## src/core/ufb_pkg.sv

```systemverilog
// Package of constants for the fractional baud generator and transmitter.
// Functional notes
// - Oversampling select 00 gives 16X, 01 gives 8X, 10 gives 4X.
// - Sampling clock is input clock over prescaler and divisor; bit rate over oversampling.
// - Integer divisor is high byte 15:8 and low byte 7:0; fraction in sixteenths.
// - In 4X mode odd fractions may jitter bit times by one eighth.
// - Frame is start, data bits, optional parity, then stop bit or bits.
// - Data goes out least significant bit first.
// - With FIFO enabled, holding register writes go into a 64-byte FIFO.
// - Only holding register writes made while holding-ready is high advance the FIFO write pointer.
// - Without FIFO, holding-empty status sets when byte moves to shift register.
// - Holding-empty raises transmit empty interrupt only when its enable is set.
// - Shift-empty status sets only after the shift register fully finishes.
// - Modem control bit 7 selects input clock prescaler of 1 or 4.
// - Four low fraction bits select 0 to 15/16 in sixteenths.
// - Reset divisor is one: low 0x01, high 0x00, fraction 0x00.
package ufb_pkg;
  localparam int UFB_FIFO_DEPTH = 64;
  localparam int UFB_DATA_W = 8;
  localparam logic [7:0] UFB_DIV_LOW_RST = 8'h01;
  localparam logic [7:0] UFB_DIV_HIGH_RST = 8'h00;
  localparam logic [7:0] UFB_DIV_FRAC_RST = 8'h00;
  localparam int UFB_FRAC_LSB = 0;
  localparam int UFB_FRAC_W = 4;
  localparam int UFB_OVS_LSB = 4;
  localparam int UFB_PRESCALE_BIT = 7;
  localparam int UFB_PRESCALE_DIV = 4;
  localparam int UFB_IRQ_THR_EMPTY_BIT = 1;
  localparam int UFB_LS_THR_EMPTY_BIT = 5;
  localparam int UFB_LS_TSR_EMPTY_BIT = 6;
  localparam logic [7:0] UFB_LS_RST = 8'h60;
  localparam logic [7:0] UFB_IRQ_NONE = 8'h01;
  localparam logic [7:0] UFB_IRQ_THR_EMPTY = 8'h02;
  localparam logic [1:0] UFB_OVS_16X = 2'h0;
  localparam logic [1:0] UFB_OVS_8X = 2'h1;
  localparam logic [1:0] UFB_OVS_4X = 2'h2;
  localparam int UFB_OSC_SYNC_STAGES = 2;
  typedef enum logic [2:0] {
    UFB_TX_IDLE,
    UFB_TX_START,
    UFB_TX_DATA,
    UFB_TX_PARITY,
    UFB_TX_STOP
  } ufb_tx_state_e;
endpackage : ufb_pkg

```

## src/core/ufb_fifo.sv

```systemverilog
// Synchronous FIFO with parameterised width and depth and valid/ready sides.
module ufb_fifo #(
  parameter int WIDTH = 8,
  parameter int DEPTH = 16
) (
  input wire logic core_clk_in,
  input wire logic reset_in,
  input wire logic flush_in,
  input wire logic [WIDTH-1:0] wr_data_in,
  input wire logic wr_valid_in,
  output logic wr_ready_out,
  output logic [WIDTH-1:0] rd_data_out,
  output logic rd_valid_out,
  input wire logic rd_ready_in,
  output logic [$clog2(DEPTH):0] level_out
);
  localparam int AW = $clog2(DEPTH);
  if (DEPTH < 2 || (1 << AW) != DEPTH) begin : g_bad_depth
    $error("FIFO depth must be a power of two of at least 2.");
  end
  logic [WIDTH-1:0] mem [DEPTH];
  logic [AW:0] wr_ptr;
  logic [AW:0] rd_ptr;
  logic do_wr;
  logic do_rd;
  assign level_out = wr_ptr - rd_ptr;
  // With a power-of-two depth the top level bit alone marks a full FIFO.
  assign wr_ready_out = !level_out[AW];
  assign rd_valid_out = (wr_ptr != rd_ptr);
  assign rd_data_out = mem[rd_ptr[AW-1:0]];
  assign do_wr = wr_valid_in && wr_ready_out;
  assign do_rd = rd_valid_out && rd_ready_in;
  always_ff @(posedge core_clk_in) begin
    if (do_wr) begin
      mem[wr_ptr[AW-1:0]] <= wr_data_in;
    end
  end
  always_ff @(posedge core_clk_in or posedge reset_in) begin
    if (reset_in) begin
      wr_ptr <= '0;
    end else if (flush_in) begin
      wr_ptr <= '0;
    end else if (do_wr) begin
      wr_ptr <= wr_ptr + 1'b1;
    end
  end
  always_ff @(posedge core_clk_in or posedge reset_in) begin
    if (reset_in) begin
      rd_ptr <= '0;
    end else if (flush_in) begin
      rd_ptr <= '0;
    end else if (do_rd) begin
      rd_ptr <= rd_ptr + 1'b1;
    end
  end
endmodule : ufb_fifo

```

## src/core/ufb_tx.sv

```systemverilog
// Fractional baud generator and serial transmitter of one UART channel.
module ufb_tx
  import ufb_pkg::*;
#(
  parameter int FIFO_DEPTH = UFB_FIFO_DEPTH
) (
  input wire logic core_clk_in,
  input wire logic reset_in,
  input wire logic osc_clock_in,
  input wire logic fifo_enable_in,
  input wire logic fifo_flush_in,
  input wire logic [7:0] modem_control_in,
  input wire logic [7:0] irq_enable_in,
  input wire logic [7:0] divisor_low_byte_in,
  input wire logic divisor_low_byte_we_in,
  input wire logic [7:0] divisor_high_byte_in,
  input wire logic divisor_high_byte_we_in,
  input wire logic [7:0] divisor_fraction_in,
  input wire logic divisor_fraction_we_in,
  input wire logic [1:0] word_length_in,
  input wire logic two_stop_in,
  input wire logic parity_enable_in,
  input wire logic even_parity_in,
  input wire logic [7:0] tx_holding_reg_in,
  input wire logic tx_holding_we_in,
  output logic tx_holding_ready_out,
  output logic [7:0] line_status_out,
  output logic [7:0] irq_status_out,
  output logic irq_out,
  output logic [6:0] tx_level_out,
  output logic sample_tick_out,
  output logic tx_out
);
  // The level port is sized for 64 entries, so other depths are refused.
  if (FIFO_DEPTH != UFB_FIFO_DEPTH) begin : g_bad_depth
    $error("Transmit FIFO depth must stay at 64 bytes.");
  end

  // Divisor registers, written by the host.
  logic [7:0] divisor_low_byte;
  logic [7:0] divisor_high_byte;
  logic [7:0] divisor_fraction;
  always_ff @(posedge core_clk_in or posedge reset_in) begin
    if (reset_in) begin
      divisor_low_byte <= UFB_DIV_LOW_RST;
      divisor_high_byte <= UFB_DIV_HIGH_RST;
      divisor_fraction <= UFB_DIV_FRAC_RST;
    end else begin
      if (divisor_low_byte_we_in) begin
        divisor_low_byte <= divisor_low_byte_in;
      end
      if (divisor_high_byte_we_in) begin
        divisor_high_byte <= divisor_high_byte_in;
      end
      if (divisor_fraction_we_in) begin
        divisor_fraction <= divisor_fraction_in;
      end
    end
  end

  // The oscillator is outside our domain: sync it, then find rising edges.
  // This limits the oscillator to well below half of the core clock.
  logic osc_meta;
  logic osc_sync;
  logic osc_prev;
  logic osc_edge;
  always_ff @(posedge core_clk_in or posedge reset_in) begin
    if (reset_in) begin
      osc_meta <= 1'b0;
      osc_sync <= 1'b0;
      osc_prev <= 1'b0;
    end else begin
      osc_meta <= osc_clock_in;
      osc_sync <= osc_meta;
      osc_prev <= osc_sync;
    end
  end
  assign osc_edge = osc_sync && !osc_prev;

  // Prescaler divides the oscillator by 1 or 4.
  logic [1:0] pre_cnt;
  logic pre_tick;
  always_ff @(posedge core_clk_in or posedge reset_in) begin
    if (reset_in) begin
      pre_cnt <= '0;
    end else if (osc_edge) begin
      pre_cnt <= pre_cnt + 1'b1;
    end
  end
  assign pre_tick = osc_edge && (!modem_control_in[UFB_PRESCALE_BIT] ||
                    pre_cnt == 2'(UFB_PRESCALE_DIV - 1));

  // Divisor counts in sixteenths: each prescaled tick adds 16, and a sample
  // tick fires when the accumulator reaches the full divisor value.
  logic [19:0] div_full;
  logic [19:0] acc;
  logic [19:0] acc_sum;
  logic sample_tick;
  assign div_full = {divisor_high_byte, divisor_low_byte,
    divisor_fraction[UFB_FRAC_LSB +: UFB_FRAC_W]};
  assign acc_sum = acc + 20'h0_0010;
  always_ff @(posedge core_clk_in or posedge reset_in) begin
    if (reset_in) begin
      acc <= '0;
      sample_tick <= 1'b0;
    end else begin
      sample_tick <= 1'b0;
      if (divisor_low_byte_we_in || divisor_high_byte_we_in ||
          divisor_fraction_we_in) begin
        // A stale remainder above a smaller new divisor would fire ticks
        // back to back until it drained, so every divisor write restarts.
        acc <= '0;
      end else if (pre_tick) begin
        if (acc_sum >= div_full) begin
          // Remainder carries over; odd fractions jitter bit edges in 8X and 4X modes.
          acc <= acc_sum - div_full;
          sample_tick <= 1'b1;
        end else begin
          acc <= acc_sum;
        end
      end
    end
  end
  assign sample_tick_out = sample_tick;

  // Samples per bit from the oversampling select.
  logic [1:0] ovs_sel;
  logic [4:0] samples_per_bit;
  assign ovs_sel = divisor_fraction[UFB_OVS_LSB +: 2];
  always_comb begin
    unique case (ovs_sel)
      UFB_OVS_8X: samples_per_bit = 5'h08;
      UFB_OVS_4X: samples_per_bit = 5'h04;
      default: samples_per_bit = 5'h10;
    endcase
  end

  // Transmit FIFO; in non-FIFO mode it holds a single byte.
  logic [7:0] fifo_data;
  logic fifo_valid;
  logic fifo_pop;
  logic fifo_wr_ready;
  logic [6:0] fifo_level;
  logic nf_full;
  ufb_fifo #(.WIDTH(UFB_DATA_W), .DEPTH(FIFO_DEPTH)) u_fifo (
    .core_clk_in(core_clk_in),
    .reset_in(reset_in),
    .flush_in(fifo_flush_in),
    .wr_data_in(tx_holding_reg_in),
    .wr_valid_in(tx_holding_we_in && tx_holding_ready_out),
    .wr_ready_out(fifo_wr_ready),
    .rd_data_out(fifo_data),
    .rd_valid_out(fifo_valid),
    .rd_ready_in(fifo_pop),
    .level_out(fifo_level)
  );
  assign nf_full = !fifo_enable_in && fifo_valid;
  assign tx_holding_ready_out = fifo_wr_ready && !nf_full;
  assign tx_level_out = fifo_level;

  // Transmitter state machine.
  ufb_tx_state_e state;
  logic [7:0] tx_shift_reg;
  logic [4:0] sample_cnt;
  logic [2:0] bit_cnt;
  logic parity_acc;
  logic stop_second;
  logic bit_end;
  assign bit_end = sample_tick && (sample_cnt == samples_per_bit - 5'h01);
  assign fifo_pop = (state == UFB_TX_IDLE) && fifo_valid;
  always_ff @(posedge core_clk_in or posedge reset_in) begin
    if (reset_in) begin
      state <= UFB_TX_IDLE;
      tx_shift_reg <= '0;
      sample_cnt <= '0;
      bit_cnt <= '0;
      parity_acc <= 1'b0;
      stop_second <= 1'b0;
      tx_out <= 1'b1;
    end else begin
      if (sample_tick) begin
        sample_cnt <= bit_end ? 5'h00 : sample_cnt + 5'h01;
      end
      unique case (state)
        UFB_TX_IDLE: begin
          tx_out <= 1'b1;
          sample_cnt <= '0;
          if (fifo_valid) begin
            tx_shift_reg <= fifo_data;
            parity_acc <= !even_parity_in;
            state <= UFB_TX_START;
          end
        end
        UFB_TX_START: begin
          tx_out <= 1'b0;
          if (bit_end) begin
            bit_cnt <= '0;
            state <= UFB_TX_DATA;
          end
        end
        UFB_TX_DATA: begin
          tx_out <= tx_shift_reg[0];
          if (bit_end) begin
            parity_acc <= parity_acc ^ tx_shift_reg[0];
            tx_shift_reg <= {1'b0, tx_shift_reg[7:1]};
            bit_cnt <= bit_cnt + 3'h1;
            if (bit_cnt == {1'b1, word_length_in}) begin
              stop_second <= 1'b0;
              state <= parity_enable_in ? UFB_TX_PARITY : UFB_TX_STOP;
            end
          end
        end
        UFB_TX_PARITY: begin
          tx_out <= parity_acc;
          if (bit_end) begin
            state <= UFB_TX_STOP;
          end
        end
        UFB_TX_STOP: begin
          tx_out <= 1'b1;
          if (bit_end) begin
            stop_second <= 1'b1;
            if (!two_stop_in || stop_second) begin
              state <= UFB_TX_IDLE;
            end
          end
        end
      endcase
    end
  end

  // Status and interrupt.
  logic thr_empty;
  logic tsr_empty;
  assign thr_empty = !fifo_valid;
  assign tsr_empty = thr_empty && (state == UFB_TX_IDLE);
  always_ff @(posedge core_clk_in or posedge reset_in) begin
    if (reset_in) begin
      line_status_out <= UFB_LS_RST;
      irq_status_out <= UFB_IRQ_NONE;
    end else begin
      line_status_out <= '0;
      line_status_out[UFB_LS_THR_EMPTY_BIT] <= thr_empty;
      line_status_out[UFB_LS_TSR_EMPTY_BIT] <= tsr_empty;
      irq_status_out <= UFB_IRQ_NONE;
      if (thr_empty && irq_enable_in[UFB_IRQ_THR_EMPTY_BIT]) begin
        irq_status_out <= UFB_IRQ_THR_EMPTY;
      end
    end
  end
  assign irq_out = irq_status_out[UFB_IRQ_THR_EMPTY_BIT];
endmodule : ufb_tx

```

## config.mk

```make
export PLATFORM = sky130hd
export DESIGN_NAME = ufb_tx
export DESIGN_NICKNAME = d
export VERILOG_FILES = /design/src/core/ufb_pkg.sv /design/src/core/ufb_fifo.sv /design/src/core/ufb_tx.sv
export SDC_FILE = /design/constraint.sdc
export NUM_CORES = 1
export LEC_CHECK = 0
export BUFFER_PORTS_ARGS = -buffer_cell sky130_fd_sc_hd__buf_2
export CAP_MARGIN = 20
export CELL_PAD_IN_SITES_DETAIL_PLACEMENT = 2
export CELL_PAD_IN_SITES_GLOBAL_PLACEMENT = 2
export CORE_MARGIN = 10
export CORE_UTILIZATION = 47
export CTS_CLUSTER_SIZE = 16
export DETAILED_ROUTE_END_ITERATION = 16
export PLACE_DENSITY_LB_ADDON = 0.1
export SLEW_MARGIN = 10
export SYNTH_ARGS = -nofsm -noshare
export SYNTH_HDL_FRONTEND = slang
export SYNTH_HIERARCHICAL = 1
export SYNTH_SLANG_ARGS = --single-unit
```

## constraint.sdc

```tcl
create_clock -name core_clk_in -period 5.4 [get_ports core_clk_in]
set_input_delay 0.27 -clock core_clk_in [delete_from_list [all_inputs] [get_ports core_clk_in]]
set_output_delay 0.27 -clock core_clk_in [all_outputs]
set_load 0.1 [all_outputs]
```

==> results.toml <==
[grt]
grt_use_total = 0.232
antenna_found_initial = 0
grt_max_degree = 122
grt_pass1_wl_mm = 115
grt_overflow_total = 0
grt_pass1_vias = 17000

[synthesis]
syn_area_per_cell_um2 = 16.2
synth-edff-count = 512
synth_ff_type = "edfxtp_1"
synthCells = 1615
synth_cell_types = 81
syn-cell-area_um2 = 26100
ys_async_sr_fraction = 0.147
ys_warn_count = 6
yosysSeqAreaShare = 0.674
postSynthRegisterBits = 600

[worst_setup_path]
path_buf_inv = 2
worstSetupPathType = "flop to flop"
slowest_delay_ns = 0.79
cp-end-kind = "flop"
slowest_stage = "nor3_1"
rrSetupSlack_ns = 0.45
crit_required_ns = 5.74
critPathTopFamily = "simple AND/OR/NAND/NOR gates"
critPathMaxFanout = 53
crit_arrival_ns = 5.29
crit_chain = "inv_1, ha_1, fa_1, nor2b_1, o21ai_1, a21oi_1, nor2_1, xnor2_1, o21a_1, and2_1, nand2_1, or3_4, and2_4, nor3_1, buf_4"
crit_path_start_kind = "flop"

[route]
dr.pass1.iters = 7
ant_nets = 0
wl_mm = 75.6
vias = 15400
drt_iter0_drc = 1050
drc_errors = 0
via_per_inst = 5.99
wl_per_cell_um = 29.4

[power]
vdd_ir_drop_max_v = 0.000307
total_leakage_power_nw = 10.4
p_per_area_nw_per_um2 = 350
total_power_mw = 10.5

[floorplanning]
die_area_um2 = 65300
die-height_um = 256
fp.dieW_um = 256
core_area_um2 = 55000
pin_count = 89
initial_core_util = 0.474
rows = 86

[sta]
tightest_slew_ns = 1.06
hold_viol_final = 0
worst_slack_ns = 0.449
skew_ns = 0.0291
drv_slew = 0
rsz0062_at_grt = "false"
fmax_ghz = 0.202
setup_viol = 0
timing.final.crit_share = 0.917
fin_crit_ns = 4.95
fin_tns_setup_ns = 0
slew_headroom = 0.292

[clocking]
numCtsBuffers = 66
cts.sinks = 600
cts_resized = 0
cts_root_buffer = "clkbuf_16"
clock_path_buffers = 3
insertion_delay_ns = 0.62
cts_tree = "yes"
htree_num_levels = 3
clkTransAtPathRegs_ns = 0.06

[final_layout]
antennaDiodeCount = 0
drive_gt1_frac = 0.206
utilization = 0.545
final_area_um2 = 30000
largest_register_ff_count = 512
fillers = 4883
fin_nets = 1866
seqCellArea_um2 = 17600
area_growth_syn_to_layout_pct = 14.8
multi_input_area_um2 = 7690

[place]
dpl.hpwl_mm = 48.1
port_buffers = 60
gp_congestion = 0.819
placed_cell_area_um2 = 27400
preCtsSetupSlack_ns = 0.498

[status]
status = "finished, final reports clean"

[run]
max-cap-violations = 0

[min_path]
hp-class = "primary input to flop"
## stage by stage
stage	hold slack, ns	cells
3_3_place_gp	0.334	2422
5_1_grt	0.0567	2569
2_1_floorplan	0.159	1626
4_1_cts	0.0370	2568
6_report	0.0476	2569
3_5_place_dp	0.364	2422
## metal layers
metal  track usage  up-vias  wire length, um  share of wire
met5             0        -                0              0
met4        0.0724        0             2250          0.030
met3        0.0361      126             3920          0.052
met2         0.392      471            37900           0.50
met1         0.304     8117            31500           0.42
li1              -     6679                -              -
## Yosys cell counts (6+ instances only)
cell type / count / share of area
a31oi_1: 6 / 0.0014
nand2_1: 79 / 0.011
clkbuf_1: 30 / 0.0043
a22oi_1: 11 / 0.0032
nand4_1: 9 / 0.0022
nor2_1: 55 / 0.0079
edfxtp_1: 512 / 0.59
o221ai_1: 9 / 0.0030
ha_1: 33 / 0.016
a2111oi_0: 6 / 0.0020
or3_1: 12 / 0.0029
buf_2: 15 / 0.0029
xnor2_1: 29 / 0.0097
mux2_2: 9 / 0.0039
xor2_1: 16 / 0.0054
nor3_2: 7 / 0.0027
inv_1: 47 / 0.0068
nor3_1: 70 / 0.013
o21ai_0: 61 / 0.012
nand2b_1: 10 / 0.0024
buf_6: 16 / 0.0069
buf_4: 22 / 0.0063
nor4_1: 10 / 0.0024
nor2b_1: 11 / 0.0026
mux4_2: 82 / 0.071
mux2i_1: 53 / 0.020
o22ai_1: 31 / 0.0074
buf_1: 6 / 0.00086
a221oi_1: 6 / 0.0020
a211oi_1: 12 / 0.0035
dfrtp_1: 83 / 0.080
nand3_1: 37 / 0.0071
or4_1: 7 / 0.0020
a21oi_1: 76 / 0.015
a21o_1: 20 / 0.0058
mux4_1: 32 / 0.032
## worst paths after layout
path / startpoint / endpoint / cells after the start
max: u_fifo/wr_ptr[0] / u_fifo/mem[2][4] / 15
min: divisor_low_byte_we_in / divisor_low_byte[0] / 3
max reg2reg: u_fifo/wr_ptr[0] / u_fifo/mem[2][4] / 15
min reg2reg: osc_meta / osc_sync / 0
max in group asynchronous: reset_in / tx_out / 5
min in group asynchronous: reset_in / acc[3] / 4
## cell families after synthesis
logic type,Yosys count,synth area share
compound gates,276,0.0679
xor+xnor,46,0.0157
flops,600,0.674
mux,176,0.127
buf+inv,146,0.0329
fa+ha+maj,35,0.0174
simple gates,335,0.0647
other cells,1,0.000144
## worst reg2reg max path, stage by stage, from the launching register on
cell and delay (ns):
dfrtp_1 0.54, inv_1 0.22, ha_1 0.28, fa_1 0.41, nor2b_1 0.14, o21ai_1 0.09
a21oi_1 0.28, nor2_1 0.17, xnor2_1 0.23, o21a_1 0.17, and2_1 0.21, nand2_1 0.10
or3_4 0.37, and2_4 0.39, nor3_1 0.84, buf_4 0.27
## area by class of cell
class / count / area share
clock buffers: 81 / 0.0594
repair buffers: 172 / 0.0414
clock inverters: 39 / 0.0177
inverters: 49 / 0.00618
multi-input cells: 880 / 0.257
flip-flops and latches: 600 / 0.587
well taps: 748 / 0.0312
## timing repair
action                                 4_1_cts  5_1_grt
hold buffers                                26        0
endpoints found under the hold margin       40        0
setup buffers                                0        0
## power breakdown
group | internal (mW) | total [mW] | switching [mW]
registers | 5.08 | 5.11 | 0.0244
clock network | 2.85 | 4.78 | 1.93
logic | 0.148 | 0.601 | 0.453
## placed cells by master, fill, tap and decap left out, types with 7 or more instances in the layout
cell	count
nand2b_1	10
mux2_2	9
mux2i_1	53
nand4_1	9
nor2_1	55
o21ai_0	61
clkinv_2	12
mux4_1	32
a21oi_1	76
or4_1	7
or3_1	12
ha_1	33
a22oi_1	11
bufinv_16	10
a21o_1	20
clkbuf_16	67
a211oi_1	12
dlygate4sd3_1	26
nor4_1	9
xor2_1	16
nor2b_1	11
clkbuf_1	9
buf_2	59
dfrtp_1	80
nand3_1	37
nand2_1	79
nor3_2	7
clkinv_1	10
mux4_2	82
edfxtp_1	512
conb_1	12
nor3_1	70
inv_1	46
xnor2_1	29
o22ai_1	31
o221ai_1	9
buf_4	85
(Power assumes the default switching activity.)
